[src/apm_fix_note_unused.sv]
// spare file of the block: it holds no logic

[src/apm_pkg.sv]
// constants and types of the auxiliary pin function selector
package apm_pkg;

    // ********************************************************
    // pin count and configuration field layout
    // ********************************************************
    localparam int NPIN = 11;  // auxiliary pins
    localparam int FW   = 4;   // function code bits per pin
    localparam int DW   = 2;   // drive strength bits per pin

    // function menu, one code per pin
    typedef enum logic [3:0] {
        F_RS485_DRIVE_ENABLE  = 4'h0,  // rs485 drive enable
        F_PWR    = 4'h1,  // power switch, low = powered
        F_TX_ACTIVITY_LED_N  = 4'h2,  // transmit activity led
        F_RX_ACTIVITY_LED_N  = 4'h3,  // receive activity led
        F_ANYLED = 4'h4,  // either activity led
        F_SLEEP  = 4'h5,  // suspend indicator
        F_CLKOUT_30M  = 4'h6,  // clock output, top rate
        F_CLKOUT_15M  = 4'h7,  // clock output, half rate
        F_CLK7M5 = 4'h8,  // clock output, quarter rate
        F_UNUSED = 4'h9,  // pulled-up input
        F_DRV1   = 4'ha,  // constant high
        F_DRV0   = 4'hb,  // constant low
        F_SWIO   = 4'hc   // software i/o
    } apm_func_t;

    // pins still free for software i/o while the uart runs
    localparam logic [10:0] SWIO_UART_MASK = 11'h360;

    // ********************************************************
    // register map (byte addresses)
    // ********************************************************
    localparam logic [7:0] REG_DIR  = 8'h00;  // 1 = drive
    localparam logic [7:0] REG_OUT  = 8'h04;  // output level
    localparam logic [7:0] REG_IN   = 8'h08;  // pin levels
    localparam logic [7:0] REG_STAT = 8'h0c;  // status
    localparam int ST_LOADED = 0;  // settings latched
    localparam int ST_UART   = 1;  // serial port active
    localparam int ST_SUSP   = 2;  // bus suspended
    localparam logic [1:0] RESP_OKAY   = 2'h0;
    localparam logic [1:0] RESP_SLVERR = 2'h2;

    // ********************************************************
    // timing
    // ********************************************************
    localparam longint CLK_HZ    = 100_000_000;
    localparam longint CLKOUT_HZ = 30_000_000;
    localparam int     ACC_W     = 16;
    localparam logic [15:0] ACC_STEP =
        16'((CLKOUT_HZ << ACC_W) / CLK_HZ);
    localparam int LED_PULSE_NS = 10_000;  // least led pulse
    localparam int CLK_NS       = 10;
    localparam int LED_CYC =
        (LED_PULSE_NS + CLK_NS - 1) / CLK_NS;
    localparam int LED_W = 10;

endpackage

[src/apm_mux.sv]
// auxiliary pin function selector with axi4-lite registers
`timescale 1ns/10ps

module apm_mux
    import apm_pkg::*;
#(
    parameter int ADDR_W  = 8,        // axi address width
    parameter int LED_LEN = LED_CYC   // led pulse in cycles
) (
    input  wire logic                aclk,
    input  wire logic                aresetn,
    // axi4-lite slave
    input  wire logic [ADDR_W-1:0]   awaddr,
    input  wire logic                awvalid,
    output logic                     awready,
    input  wire logic [31:0]         wdata,
    input  wire logic [3:0]          wstrb,
    input  wire logic                wvalid,
    output logic                     wready,
    output logic [1:0]               bresp,
    output logic                     bvalid,
    input  wire logic                bready,
    input  wire logic [ADDR_W-1:0]   araddr,
    input  wire logic                arvalid,
    output logic                     arready,
    output logic [31:0]              rdata,
    output logic [1:0]               rresp,
    output logic                     rvalid,
    input  wire logic                rready,
    // settings from the configuration memory loader
    input  wire logic                cfg_load,
    input  wire logic [NPIN*FW-1:0]  cfg_func,
    input  wire logic [NPIN-1:0]     cfg_inv,
    input  wire logic [NPIN*DW-1:0]  cfg_drive,
    // device activity
    input  wire logic                tx_shifting,
    input  wire logic                tx_strobe,
    input  wire logic                rx_strobe,
    input  wire logic                suspend,
    input  wire logic                uart_active,
    // pads
    input  wire logic [NPIN-1:0]     pin_in,
    output logic [NPIN-1:0]          pin_out,
    output logic [NPIN-1:0]          pin_oe_n,
    output logic [NPIN-1:0]          pin_pullup,
    output logic [NPIN*DW-1:0]       pin_drive
);

    // ********************************************************
    // state
    // ********************************************************
    typedef struct packed {
        logic               loaded;  // settings latched
        logic [NPIN*FW-1:0] func;    // function codes
        logic [NPIN-1:0]    inv;     // output inversion
        logic [NPIN*DW-1:0] drv;     // drive strength
        logic [NPIN-1:0]    dir;     // software direction
        logic [NPIN-1:0]    outv;    // software level
        logic [NPIN-1:0]    s1;      // sync stage 1
        logic [NPIN-1:0]    s2;      // sync stage 2
        logic [NPIN-1:0]    s3;      // sync stage 3
        logic [NPIN-1:0]    ins;     // settled pin levels
        logic [LED_W-1:0]   txcnt;   // tx led stretch
        logic [LED_W-1:0]   rxcnt;   // rx led stretch
        logic [ACC_W-1:0]   acc;     // phase accumulator
        logic               c15;     // half-rate clock
        logic               c7;      // quarter-rate clock
        logic [NPIN-1:0]    pout;    // pad level
        logic [NPIN-1:0]    poe_n;   // pad enable, low on
        logic [NPIN-1:0]    ppu;     // pad pull-up
        logic               aw_ok;   // address held
        logic [ADDR_W-1:0]  awa;     // held address
        logic               w_ok;    // data held
        logic [31:0]        wd;      // held data
        logic [3:0]         ws;      // held strobes
        logic               bv;      // write answer
        logic [1:0]         br;      // write status
        logic               rv;      // read answer
        logic [31:0]        rd;      // read data
        logic [1:0]         rr;      // read status
    } apm_state_t;

    apm_state_t r_reg;   // registered state
    apm_state_t r_next;  // next state

    // ********************************************************
    // outputs
    // ********************************************************
    assign awready    = !r_reg.aw_ok && !r_reg.bv;
    assign wready     = !r_reg.w_ok && !r_reg.bv;
    assign bvalid     = r_reg.bv;
    assign bresp      = r_reg.br;
    assign arready    = !r_reg.rv;
    assign rvalid     = r_reg.rv;
    assign rdata      = r_reg.rd;
    assign rresp      = r_reg.rr;
    assign pin_out    = r_reg.pout;
    assign pin_oe_n   = r_reg.poe_n;
    assign pin_pullup = r_reg.ppu;
    assign pin_drive  = r_reg.drv;

    // ********************************************************
    // next-state logic
    // ********************************************************
    // everything lives in one struct; this process fills the
    // copy, the clocked process below only stores it
    always_comb begin
        logic [3:0]  f;       // function of one pin
        logic        v;       // unregistered level
        logic        oen;     // unregistered enable
        logic        pu;      // unregistered pull-up
        logic [10:0] m;       // write byte mask
        logic [NPIN-1:0] ch;  // sync stages disagree
        logic        dowr;    // write completes now
        f    = 4'h0;
        v    = 1'b0;
        oen  = 1'b1;
        pu   = 1'b1;
        m    = {{3{r_reg.ws[1]}}, {8{r_reg.ws[0]}}};
        ch   = '0;
        dowr = 1'b0;
        r_next = r_reg;

        // settings taken once per reset, later loads ignored
        if (cfg_load && !r_reg.loaded) begin
            r_next.loaded = 1'b1;
            r_next.func   = cfg_func;
            r_next.inv    = cfg_inv;
            r_next.drv    = cfg_drive;
        end

        // pads: three stages, a change counts once the
        // second and third agree
        r_next.s1 = pin_in;
        r_next.s2 = r_reg.s1;
        r_next.s3 = r_reg.s2;
        ch = r_reg.s2 ^ r_reg.s3;
        r_next.ins = (r_reg.s2 & ~ch) | (r_reg.ins & ch);

        // led stretch: a new strobe restarts the pulse so a
        // busy link shows a steadily lit led
        if (tx_strobe) begin
            r_next.txcnt = LED_W'(LED_LEN);
        end else if (r_reg.txcnt != '0) begin
            r_next.txcnt = r_reg.txcnt - 1'b1;
        end
        if (rx_strobe) begin
            r_next.rxcnt = LED_W'(LED_LEN);
        end else if (r_reg.rxcnt != '0) begin
            r_next.rxcnt = r_reg.rxcnt - 1'b1;
        end

        // clock outputs: the top rate is not a whole divisor
        // of the system clock, so an accumulator gives the
        // right mean rate with one cycle of edge jitter
        r_next.acc = r_reg.acc + ACC_STEP;
        if (!r_reg.acc[ACC_W-1] && r_next.acc[ACC_W-1]) begin
            r_next.c15 = !r_reg.c15;
            if (!r_reg.c15) begin
                r_next.c7 = !r_reg.c7;
            end
        end

        // per-pin function selection
        for (int i = 0; i < NPIN; i++) begin
            f   = r_reg.func[i*FW +: FW];
            v   = 1'b1;
            oen = 1'b0;
            pu  = 1'b0;
            case (f)
                F_RS485_DRIVE_ENABLE: begin
                    v = tx_shifting;
                end
                F_PWR: begin
                    v = suspend;
                end
                F_TX_ACTIVITY_LED_N: begin
                    v = (r_reg.txcnt == '0);
                end
                F_RX_ACTIVITY_LED_N: begin
                    v = (r_reg.rxcnt == '0);
                end
                F_ANYLED: begin
                    v = (r_reg.txcnt == '0) &&
                        (r_reg.rxcnt == '0);
                end
                F_SLEEP: begin
                    v = !suspend;
                end
                F_CLKOUT_30M: begin
                    v = r_reg.acc[ACC_W-1];
                end
                F_CLKOUT_15M: begin
                    v = r_reg.c15;
                end
                F_CLK7M5: begin
                    v = r_reg.c7;
                end
                F_DRV1: begin
                    v = 1'b1;
                end
                F_DRV0: begin
                    v = 1'b0;
                end
                F_SWIO: begin
                    // uart owns all but four pins while active
                    if (uart_active &&
                        !SWIO_UART_MASK[i]) begin
                        oen = 1'b1;
                        pu  = 1'b1;
                    end else begin
                        oen = !r_reg.dir[i];
                        v   = r_reg.outv[i];
                    end
                end
                default: begin
                    // unused and undefined codes float high
                    oen = 1'b1;
                    pu  = 1'b1;
                end
            endcase
            if (!r_reg.loaded) begin
                oen = 1'b1;
                pu  = 1'b1;
            end
            r_next.pout[i]  = v ^ r_reg.inv[i];
            r_next.poe_n[i] = oen;
            r_next.ppu[i]   = pu;
        end

        // axi write: address and data taken in either order
        if (awvalid && awready) begin
            r_next.aw_ok = 1'b1;
            r_next.awa   = awaddr;
        end
        if (wvalid && wready) begin
            r_next.w_ok = 1'b1;
            r_next.wd   = wdata;
            r_next.ws   = wstrb;
        end
        dowr = r_reg.aw_ok && r_reg.w_ok;
        if (dowr) begin
            r_next.aw_ok = 1'b0;
            r_next.w_ok  = 1'b0;
            r_next.bv    = 1'b1;
            r_next.br    = RESP_OKAY;
            case (r_reg.awa[7:0])
                REG_DIR: begin
                    r_next.dir = (r_reg.dir & ~m) |
                                 (r_reg.wd[10:0] & m);
                end
                REG_OUT: begin
                    r_next.outv = (r_reg.outv & ~m) |
                                  (r_reg.wd[10:0] & m);
                end
                REG_IN, REG_STAT: begin
                    // read-only, write ignored
                    r_next.br = RESP_OKAY;
                end
                default: begin
                    r_next.br = RESP_SLVERR;
                end
            endcase
        end
        if (r_reg.bv && bready) begin
            r_next.bv = 1'b0;
        end

        // axi read: one outstanding, data registered
        if (r_reg.rv && rready) begin
            r_next.rv = 1'b0;
        end
        if (arvalid && arready) begin
            r_next.rv = 1'b1;
            r_next.rr = RESP_OKAY;
            r_next.rd = '0;
            case (araddr[7:0])
                REG_DIR: begin
                    r_next.rd[10:0] = r_reg.dir;
                end
                REG_OUT: begin
                    r_next.rd[10:0] = r_reg.outv;
                end
                REG_IN: begin
                    r_next.rd[10:0] = r_reg.ins;
                end
                REG_STAT: begin
                    r_next.rd[ST_LOADED] = r_reg.loaded;
                    r_next.rd[ST_UART]   = uart_active;
                    r_next.rd[ST_SUSP]   = suspend;
                end
                default: begin
                    r_next.rr = RESP_SLVERR;
                end
            endcase
        end
    end

    // ********************************************************
    // state register
    // ********************************************************
    // reset leaves every pad as a pulled-up input
    always_ff @(posedge aclk) begin
        if (!aresetn) begin
            r_reg       <= '0;
            r_reg.poe_n <= '1;
            r_reg.ppu   <= '1;
        end else begin
            r_reg <= r_next;
        end
    end

    logic [3:0] f0;  // function of pin 0
    assign f0 = r_reg.func[3:0];
endmodule

[config.mk]
export PLATFORM = sky130hd
export DESIGN_NAME = apm_mux
export DESIGN_NICKNAME = d
export VERILOG_FILES = /design/src/apm_fix_note_unused.sv /design/src/apm_pkg.sv /design/src/apm_mux.sv
export SDC_FILE = /design/constraint.sdc
export NUM_CORES = 1
export LEC_CHECK = 0
export BUFFER_PORTS_ARGS = -buffer_cell sky130_fd_sc_hd__buf_2
export CAP_MARGIN = 20
export CORE_MARGIN = 3
export CORE_UTILIZATION = 35
export DETAILED_ROUTE_END_ITERATION = 12
export PLACE_DENSITY = 0.55
export RECOVER_POWER = 25
export SLEW_MARGIN = 0
export SYNTH_ARGS = -nofsm -noshare
export SYNTH_HDL_FRONTEND = slang
export SYNTH_SLANG_ARGS = --single-unit
[constraint.sdc]
create_clock -name aclk -period 6.55 [get_ports aclk]
set_clock_uncertainty 0.05 [all_clocks]
set_input_delay 1.31 -clock aclk [delete_from_list [all_inputs] [get_ports aclk]]
set_output_delay 1.31 -clock aclk [all_outputs]
set_load 0.005 [all_outputs]
# Yosys cells after proc, flatten, opt, wreduce, memory -nomap -nowiden
# Cells that the tools add are included.
# Widths: inputs -> output; s select.
[word_totals]
reg_bits = 255
input_bits = 153
word_cells = 318
[classes]
n_bitwise = 24
eq_ne = 127
add_sub_neg = 3
reduce_logical = 76
muxes = 58
[ops]
columns = ["cell", "count"]
rows = [
  ["$eq 4x3->1 const B", 44],
  ["$eq 4x4->1 const B", 44],
  ["$pmux 1 s11", 11],
  ["$reduce_or 11->1", 11],
  ["$eq 4x2->1 const B", 22],
  ["$and 11x11->11", 5],
  ["$reduce_or 12->1", 4],
  ["$eq 4x1->1 const B", 11],
  ["$logic_not 4->1", 11],
  ["$mux 10", 4],
  ["$pmux 1 s2", 18],
  ["$mux 35", 1],
  ["$or 11x11->11", 3],
  ["$eq 8x4->1 const B", 4],
  ["$pmux 8 s3", 1],
  ["$not 11->11", 2],
  ["$logic_not 1->1", 20],
  ["$logic_not 10->1", 2],
  ["$mux 1", 20],
  ["$reduce_bool 10->1", 2],
  ["$sub 10x1->10 const B", 2],
  ["$add 16x15->16 const B", 1],
  ["$eq 8x3->1 const B", 2],
  ["$logic_not 8->1", 2],
  ["10 further kinds", 41],
]

# Depth between registers and ports, before layout
# Gate-level depths: netlist of the first run.
[depth]
word_depth = 4
ltp_mapped = 10

# Worst setup path before layout of the first run
# Ideal clock, no wire load.
[synth_timing]
path_kind = "input to register"
start = "in suspend"
end = "reg r_reg (netlist bit pin_out[2])"
arrival_time_ns = 2.541
stages = 7
setup_slack_ns = 3.844
path_cell_list = "clkbuf_1 > mux2i_1 > or4_1 > o21ai_0 > a311oi_1 > and4_1 > o21a_1"
[synth_via]
elab_chain_cells = 3
[synth_rtl]
columns = ["item", "line_no", "rtl"]
rows = [
  ["from (decl)", "apm_mux.sv:39", "input wire logic suspend,"],
  ["$logic_not 1->1", "apm_mux.sv:188", "v = !suspend;"],
  ["$pmux 1 s11 *", "apm_mux.sv:170", "case (f)"],
  ["$xor 1x1->1 *", "apm_mux.sv:226", "r_next.pout[i] = v ^ r_reg.inv[i];"],
  ["to (signal assigned)", "apm_mux.sv:309", "r_reg <= r_next;"],
  ["to (decl)", "apm_mux.sv:83", "apm_state_t r_reg;"],
]
# Mark *: on every way between the ends. The rest lies on a longest branch, timed or not.
# A chain may end at the register's enable or synchronous reset.

# Worst setup path after layout of the first run
[layout_timing]
start = "in aresetn"
end = "reg r_reg (netlist bit pin_oe_n[3])"
[layout_via]
elab_chain_cells = 1
[layout_rtl]
columns = ["item", "line_no", "rtl"]
rows = [
  ["from (decl)", "apm_mux.sv:11", "input wire logic aresetn,"],
  ["$reduce_and 2->1 (no line)", "n/a", ""],
]
# No other way between the ends.

==> reports/results.ini, run 1 <==
[worst_setup_path]
end_kind = register
slowest_stage = clkbuf_1
critPathLaunchType = input port
cp_num_buf_inv = 1
worst-path-stages = 4
critPathMaxStageDelay_ns = 1.84
crit_arrival_ns = 4.87
cp.required_ns = 6.93
worstSetupPathType = input port to register
worstPathCellList = clkbuf_1, nand2_1, a21o_1, o21bai_1
worst-r2r-cell-count = 6
cp_top_family = buffers and inverters
path_max_fanout = 68

[yosys]
synthArstFlopShare = 0
yosys.area.top_type_share = 0.433
yosysWarnings = 0
ys_ff_latch = 251
ys_top_cells_by_area = dfxtp_1 43%, nand2_1 8.0%, a21boi_0 6.5%
synth-seq-area-share = 0.433
syn_inst = 1356
syn_avg_cell_area_um2 = 8.56
synth_cell_type_count = 57
yosysTopAreaCell = dfxtp_1
ys.flop_type = dfxtp_1
syn_area_um2 = 11600
synth-edff-count = 0

[sta]
setup_ws_ns = 2.06
fin_crit_ns = 4.49
rsz0062_at_grt = false
setup_violations = 0
setup_tns_ns = 0
tightest_slew_ns = 2.64
max_freq_mhz = 223
hold_viol_final = 0
slew_violations = 69
maxSlewHeadroom = -0.757
timing.final.crit_share = 0.685

[placement]
hpwlAfterDp_mm = 20.2
io_buffer_count = 202
routabilityCongestion = 0.807
place_ws_ns = 2.91

[detailed_routing]
wl_per_cell_um = 15.6
dr.pass1.iters = 5
drt_iter0_drc = 536
drc = 0
wirelength_mm = 29.6
ant_nets = 0
routed_via_density = 4.82
dr_total_vias = 9163

[clocking]
clock_latency_ns = 0.55
cts_tree = done
cts_root_buf = clkbuf_16
cts.clk_slew.worst_paths_ns = 0.07
cts_buffers = 28
htree_num_levels = 1
clkSinkCount = 251
cts_hold_buf = 0
cts_buffer_depth = 3
post_cts_buffers = 0
cts_resized = 0

[global_route]
grt_pass1_wl_mm = 45.7
grt_pass1_vias = 8575
gr-total-overflow = 0
grt_usage = 0.158
antenna_found_initial = 2
grt_max_degree = 78

[min_path]
holdPathStages = 1
min-delay-path-class = register to register

[die]
rows = 66
core_um2 = 32600
die_h_um = 188
initial_utilization = 0.356
dieArea_um2 = 35400
ios = 249
fp.dieW_um = 188

[cells_and_area]
fin_nets = 1594
final_common_cell = dfxtp_1
regArea_um2 = 5020
multi_input_area_um2 = 5490
syn2layout_area_growth_pct = 14.6
drive_above_1_share = 0.193
fillers = 3318
final_cell_mix = 251 x dfxtp_1, 246 x nand2_1, 202 x buf_2
fin_util = 0.408

[pwr]
power_density_nw_per_um2 = 289
ir_worst_vdd_mv = 0.190
p_leak_nw = 5.39

[status]
outcome = complete, but fails checks
violations = max-capacitance violations, max-slew violations

[run]
cap_viol_max_count = 1

worst register-to-register path, cell delays in order (launching register included):
cell	delay (ns)
dfxtp_1	0.33
nor4_1	0.47
nand3_1	0.88
nor2_1	1.14
a221oi_1	0.34
xnor2_1	0.21
and2_1	0.17
power breakdown:
| part | internal [mW] | switching [mW] |
|---|---|---|
| sequential | 1.62 | 0.0935 |
| combinational | 0.196 | 0.215 |
| clock | 1.07 | 0.656 |
area by class of cell:
class | count | share of cell area
antenna | 2 | 0.000376
timing repair buffer | 208 | 0.0791
clock inverter | 19 | 0.0207
inverter | 37 | 0.0104
sequential | 251 | 0.378
clock buffer | 33 | 0.0571
tap | 442 | 0.0416
multi-input combinational | 909 | 0.413
logic make-up after synthesis:
family,synth area share
buffers and inverters,0.102
flip-flops,0.433
XOR/XNOR,0.0204
AND/OR/NAND/NOR,0.214
multiplexers,0.0552
adder cells (fa/ha/maj),0.00647
AO/OA/AOI/OAI,0.169
other,0.000323
synthesized netlist by cell type, types with 7 or more instances:
| master | instances |
|---|---|
| a21boi_0 | 100 |
| a21o_1 | 16 |
| a21oi_1 | 35 |
| a22oi_1 | 11 |
| a31oi_1 | 15 |
| and2_1 | 49 |
| and3b_1 | 8 |
| buf_4 | 91 |
| clkbuf_1 | 79 |
| dfxtp_1 | 251 |
| inv_1 | 36 |
| mux2_2 | 10 |
| mux2i_1 | 46 |
| nand2_1 | 246 |
| nand2b_1 | 27 |
| nand3_1 | 22 |
| nand3b_1 | 14 |
| nand4_1 | 11 |
| nor2_1 | 59 |
| nor2b_1 | 19 |
| nor4_1 | 14 |
| o211ai_1 | 8 |
| o21a_1 | 12 |
| o21ai_0 | 46 |
| o21bai_1 | 11 |
| o22ai_1 | 8 |
| or4_1 | 9 |
| xnor2_1 | 20 |
| xor2_1 | 7 |
final timing paths:
path	start	to	slack (ns)
worst max register to register	r_reg[140]	pin_out[8]	2.84
worst max-delay path	aresetn	pin_oe_n[3]	2.06
worst min register to register	r_next[183]	r_next[172]	0.38
worst min-delay path	r_next[183]	r_next[172]	0.38
stage by stage:
step,std cells,hold slack [ns],cell area [um2],power (mW)
after floorplan,1378,0.362,11700,2.04
after global placement,1846,0.370,12300,2.15
after global routing,1901,0.390,13300,4.02
after CTS,1899,0.385,13300,3.90
after detailed placement,1847,0.370,12300,2.16
final,1901,0.383,13300,3.85
routing by layer:
layer	global-route usage	vias up	routed length [um]
met5	0	-	0
met4	0.0623	0	1020
met3	0.0265	61	1330
met2	0.258	203	13500
met1	0.210	4251	13800
li1	-	4648	-
Power figures use the tool's default switching activity.
==> inputs of run 2 (changes only) <==
==> constraint.sdc (replaced) <==
create_clock -name aclk -period 4.45 [get_ports aclk]
set_clock_uncertainty 0.05 [all_clocks]
set_input_delay 0.89 -clock aclk [delete_from_list [all_inputs] [get_ports aclk]]
set_output_delay 0.89 -clock aclk [all_outputs]
set_load 0.005 [all_outputs]
==> run 2 against run 1 <==
  * Setup slack worse by 0.78 ns
  * First-iteration DRC count is 5.8% lower
  * Highest routed layer unchanged
  * Register-to-register slack lost 1.5 ns
  * Clock power increased by 34%
  * Sequential power rose by 47%
  * Routed wire length up 0.16%
  * The run still ends with max-capacitance violations, max-slew violations left
  * Clock-buffer cell count grew 7
  * Largest cell class unchanged
  * Critical path type unchanged
  * Via count rose by 0.47%
==> reports/results.ini, run 2 (synthesis results as in run 1) <==
[detailed_routing]
wl_per_cell_um = 15.6
ant_nets = 0
dr.pass1.iters = 5
routed_via_density = 4.85
dr_wl_met3_mm = 1.37
dr_total_vias = 9206
route.met2.wl_mm = 14.0
drc = 0
route.layer.met1.wl_mm = 13.7
wirelength_mm = 29.7
routed.top_layer = met4
drt_iter0_drc = 505

[sta]
slew_violations = 46
tightest_slew_ns = 1.60
maxSlewHeadroom = -0.0674
setup_violations = 0
setup_tns_ns = 0
rsz0062_at_grt = false
timing.final.crit_share = 0.711
setup_ws_ns = 1.29
max_freq_mhz = 316
holdWs_ns = 0.378
fin_crit_ns = 3.16
hold_viol_final = 0

[clocking]
htree_num_levels = 1
cts_tree = done
cts_resized = 0
cts_root_buf = clkbuf_16
cts.clk_slew.worst_paths_ns = 0.06
cts_hold_buf = 0
clock_latency_ns = 0.55
post_cts_buffers = 0
cts_buffer_depth = 3
clkSinkCount = 251
cts_buffers = 28

[min_path]
min-delay-path-class = register to register
hold_end = r_next[170]
min_from = r_next[181]
holdPathStages = 1

[run]
cap_viol_max_count = 1

[placement]
io_buffer_count = 202
routabilityCongestion = 0.793
place_ws_ns = 1.35
hpwlAfterDp_mm = 20.4

[pwr]
total_power_mw = 5.43
p_leak_nw = 5.35
power_density_nw_per_um2 = 411
ir_worst_vdd_mv = 0.295

[cells_and_area]
syn2layout_area_growth_pct = 13.8
final_common_cell = dfxtp_1
fin_util = 0.405
fillers = 3346
fin_nets = 1595
final_cell_mix = 251 x dfxtp_1, 246 x nand2_1, 202 x buf_2
drive_above_1_share = 0.186

[worst_setup_path]
worstSetupPathType = input port to register
worst-r2r-cell-count = 8
r2r_end = pin_out[9]
cp.required_ns = 4.85
slowest_stage = inv_1
reg2reg_from = r_reg[145]
r2r_slack_ns = 1.37
critPathLaunchType = input port
end_kind = register
critPathMaxStageDelay_ns = 1.16
worstPathCellList = clkbuf_1, inv_1, a211oi_1
path_max_fanout = 45
crit_arrival_ns = 3.56

[die]
rows = 66
core_um2 = 32600
fp.dieW_um = 188
dieArea_um2 = 35400
initial_utilization = 0.356
ios = 249
die_h_um = 188

[global_route]
grt_pass1_wl_mm = 47.3
gr-total-overflow = 0
antenna_found_initial = 0
grt_max_degree = 84
grt_pass1_vias = 8815
grt_usage = 0.163

[status]
violations = max-capacitance violations, max-slew violations
outcome = complete, but fails checks

run 2: cell count changes in the layout (fill, tap and decap cells not counted), moves of 2 or more:
cell        before  now
clkbuf_1         2   11
bufinv_16        6    3
clkinv_4         2    0
clkinvlp_4       3    1
clkbuf_8         4    2
run 2: worst max-delay path by stage:
stage | from | end | slack [ns] | cells past startpoint
2_1_floorplan | suspend | pin_out[2] | 2.16 | 7
3_3_place_gp | r_reg[145] | pin_out[9] | 1.42 | 8
3_5_place_dp | r_reg[145] | pin_out[9] | 1.35 | 8
4_1_cts | r_reg[145] | pin_out[9] | 1.32 | 8
5_1_grt | aresetn | rvalid | 0.88 | 3
6_report | aresetn | rvalid | 1.29 | 3
run 2: layout make-up:
cell class                 instances  area [um2]  area share
antenna                            1        2.50    0.000190
timing repair buffer             209        1070      0.0810
clock inverter                    11         158      0.0119
multi-input combinational        909        5490       0.416
inverter                          37         139      0.0105
clock buffer                      40         766      0.0580
tap                              442         553      0.0419
sequential                       251        5020       0.381
run 2: critical path, delay by kind of cell:
| kind | cells | cell delay (ns) |
|---|---|---|
| AOI/OAI and AO/OA | 1 | 0.49 |
| buffers and inverters | 2 | 2.15 |
run 2: through the flow:
| stage | instances | area, um2 |
|---|---|---|
| 2_1_floorplan | 1378 | 11700 |
| 3_3_place_gp | 1847 | 12300 |
| 3_5_place_dp | 1847 | 12300 |
| 4_1_cts | 1898 | 13200 |
| 5_1_grt | 1899 | 13200 |
| 6_report | 1900 | 13200 |
run 2: report_power, final:
group	leakage [nW]	total, mW	switching (mW)	internal [mW]
combinational	2.83	0.607	0.318	0.289
sequential	2.06	2.52	0.136	2.38
clock	0.449	2.31	0.931	1.38
total	5.35	5.43	1.39	4.04
run 2: metal layers:
layer,up-vias,track usage
met5,-,0
met3,44,0.0260
met2,201,0.273
met1,4317,0.219
met4,0,0.0421
li1,4644,-
==> inputs of run 3 (changes only) <==
--- a/config.mk
+++ b/config.mk
@@ -10,7 +10,7 @@
 export CORE_MARGIN = 3
 export CORE_UTILIZATION = 35
 export DETAILED_ROUTE_END_ITERATION = 12
-export PLACE_DENSITY = 0.55
+export PLACE_DENSITY = 0.57
 export RECOVER_POWER = 25
 export SLEW_MARGIN = 0
 export SYNTH_ARGS = -nofsm -noshare
==> constraint.sdc (replaced) <==
create_clock -name aclk -period 2.6 [get_ports aclk]
set_clock_uncertainty 0.05 [all_clocks]
set_input_delay 0.52 -clock aclk [delete_from_list [all_inputs] [get_ports aclk]]
set_output_delay 0.52 -clock aclk [all_outputs]
set_load 0.005 [all_outputs]
==> run 3 against run 2 <==
  * The run still ends with max-capacitance violations, max-slew violations left
  * Worst hold slack got worse by 0.27 ns
  * Die area unchanged
  * Flip-flop and latch count unchanged
  * Final cell count increased by 1.0%
  * Critical path depth is 3 higher
  * Sequential share of layout area is 0.48 points lower
==> reports/results.ini, run 3 (synthesis results as in run 1) <==
[clocking]
cts_hold_buf = 0
cts_root_buf = clkbuf_16
cts_resized = 0
clkSinkCount = 251
clock_latency_ns = 0.54
cts_tree = done
cts_buffers = 29
cts.clk_slew.worst_paths_ns = 0.06
cts_buffer_depth = 3
post_cts_buffers = 0
htree_num_levels = 1

[status]
outcome = complete, but fails checks
violations = max-capacitance violations, max-slew violations

[worst_setup_path]
r2r_slack_ns = 0.29
worst-r2r-cell-count = 6
slowest_stage = or4_1
cp.required_ns = 2.95
crit_arrival_ns = 2.65
cp_common_cell = nor2_1
cp_num_buf_inv = 0
path_max_fanout = 8
worstPathCellList = or4_1, or4_4, nor2_1, nand3_2, mux2i_1, nor2_1
critPathLaunchType = register
worst-path-stages = 6
reg2reg_from = r_reg[76]
critPathMaxStageDelay_ns = 0.52
end_kind = register
cp_top_family = simple AND/OR/NAND/NOR gates
worstSetupPathType = register to register

[die]
initial_utilization = 0.356
rows = 66
die_h_um = 188
fp.dieW_um = 188
ios = 249
dieArea_um2 = 35400
core_um2 = 32600

[sta]
setup_violations = 0
max_freq_mhz = 433
slew_violations = 52
hold_viol_final = 0
setup_ws_ns = 0.291
setup_tns_ns = 0
rsz0062_at_grt = false
timing.final.crit_share = 0.888
fin_crit_ns = 2.31
tightest_slew_ns = 1.72
maxSlewHeadroom = -0.145

[cells_and_area]
drive_above_1_share = 0.196
final_cell_mix = 251 x dfxtp_1, 246 x nand2_1, 201 x buf_2
syn2layout_area_growth_pct = 15.2
fillers = 3330
regArea_um2 = 5020
multi_input_area_um2 = 5490
fin_area_um2 = 13400
final_common_cell = dfxtp_1
fin_nets = 1609

[pwr]
total_power_mw = 9.45
p_leak_nw = 5.42
ir_worst_vdd_mv = 0.474
power_density_nw_per_um2 = 707

[detailed_routing]
ant_nets = 0
dr_total_vias = 9255
drt_iter0_drc = 529
wl_per_cell_um = 15.3
wirelength_mm = 29.4
routed_via_density = 4.82
dr.pass1.iters = 5
drc = 0

[global_route]
antenna_found_initial = 4
grt_pass1_vias = 8615
grt_max_degree = 129
grt_usage = 0.159
grt_pass1_wl_mm = 46.0
gr-total-overflow = 0

[placement]
place_ws_ns = 0.274
routabilityCongestion = 0.808
hpwlAfterDp_mm = 20.6
dpl_cell_area_um2 = 12400
io_buffer_count = 202

[min_path]
min-delay-path-class = input port to register
min_from = rready
hold_end = rvalid
holdPathStages = 2

[run]
cap_viol_max_count = 1

## run 3: cell count changes in the layout (fill, tap and decap cells not counted), moves of 2 or more
| cell | before | now |
|---|---|---|
| and2_0 | 8 | 14 |
| and2_1 | 41 | 35 |
| buf_4 | 4 | 15 |
| clkbuf_1 | 11 | 9 |
| clkbuf_8 | 2 | 8 |
| clkinv_2 | 6 | 4 |
| diode_2 | 1 | 4 |
| inv_6 | 0 | 2 |
## run 3: per-layer routing
layer,share of wire,GRT usage
met2,0.46,0.264
met3,0.045,0.0251
met4,0.028,0.0479
met5,0,0
met1,0.46,0.214
## run 3: per-stage QoR
step	hold WS, ns	utilization	cells
2_1_floorplan	0.362	-	1378
3_3_place_gp	0.368	0.380	1861
3_5_place_dp	0.369	0.380	1861
4_1_cts	0.0857	0.410	1915
5_1_grt	0.109	0.410	1918
6_report	0.110	0.410	1919
## run 3: worst max-delay path by stage
| stage | startpoint | slack [ns] | end |
|---|---|---|---|
| final | r_reg[76] | 0.29 | register |
| after global routing | r_reg[140] | 0.14 | pin_out[5] |
| after CTS | r_reg[76] | 0.29 | register |
| after detailed placement | suspend | 0.27 | pin_out[7] |
| after global placement | suspend | 0.29 | pin_out[7] |
| after floorplan | r_reg[145] | 0.44 | pin_out[2] |
## run 3: worst register-to-register path, stage by stage, from the launching register on
cell     delay [ns]
dfxtp_1        0.31
or4_1          0.52
or4_4          0.46
nor2_1         0.22
nand3_2        0.31
mux2i_1        0.25
nor2_1         0.05
## run 3: layout make-up
type	instances	share of cell area
antenna	4	0.000749
tap	442	0.0414
multi-input combinational	909	0.411
clock buffer	44	0.0645
clock inverter	10	0.00842
inverter	37	0.0104
sequential	251	0.376
timing repair buffer	222	0.0881
## run 3: power breakdown
part           internal (mW)  leakage (nW)  switching [mW]
combinational          0.514          2.89           0.550
clock                   2.48         0.476            1.61
sequential              4.08          2.06           0.229
total                   7.07          5.42            2.38
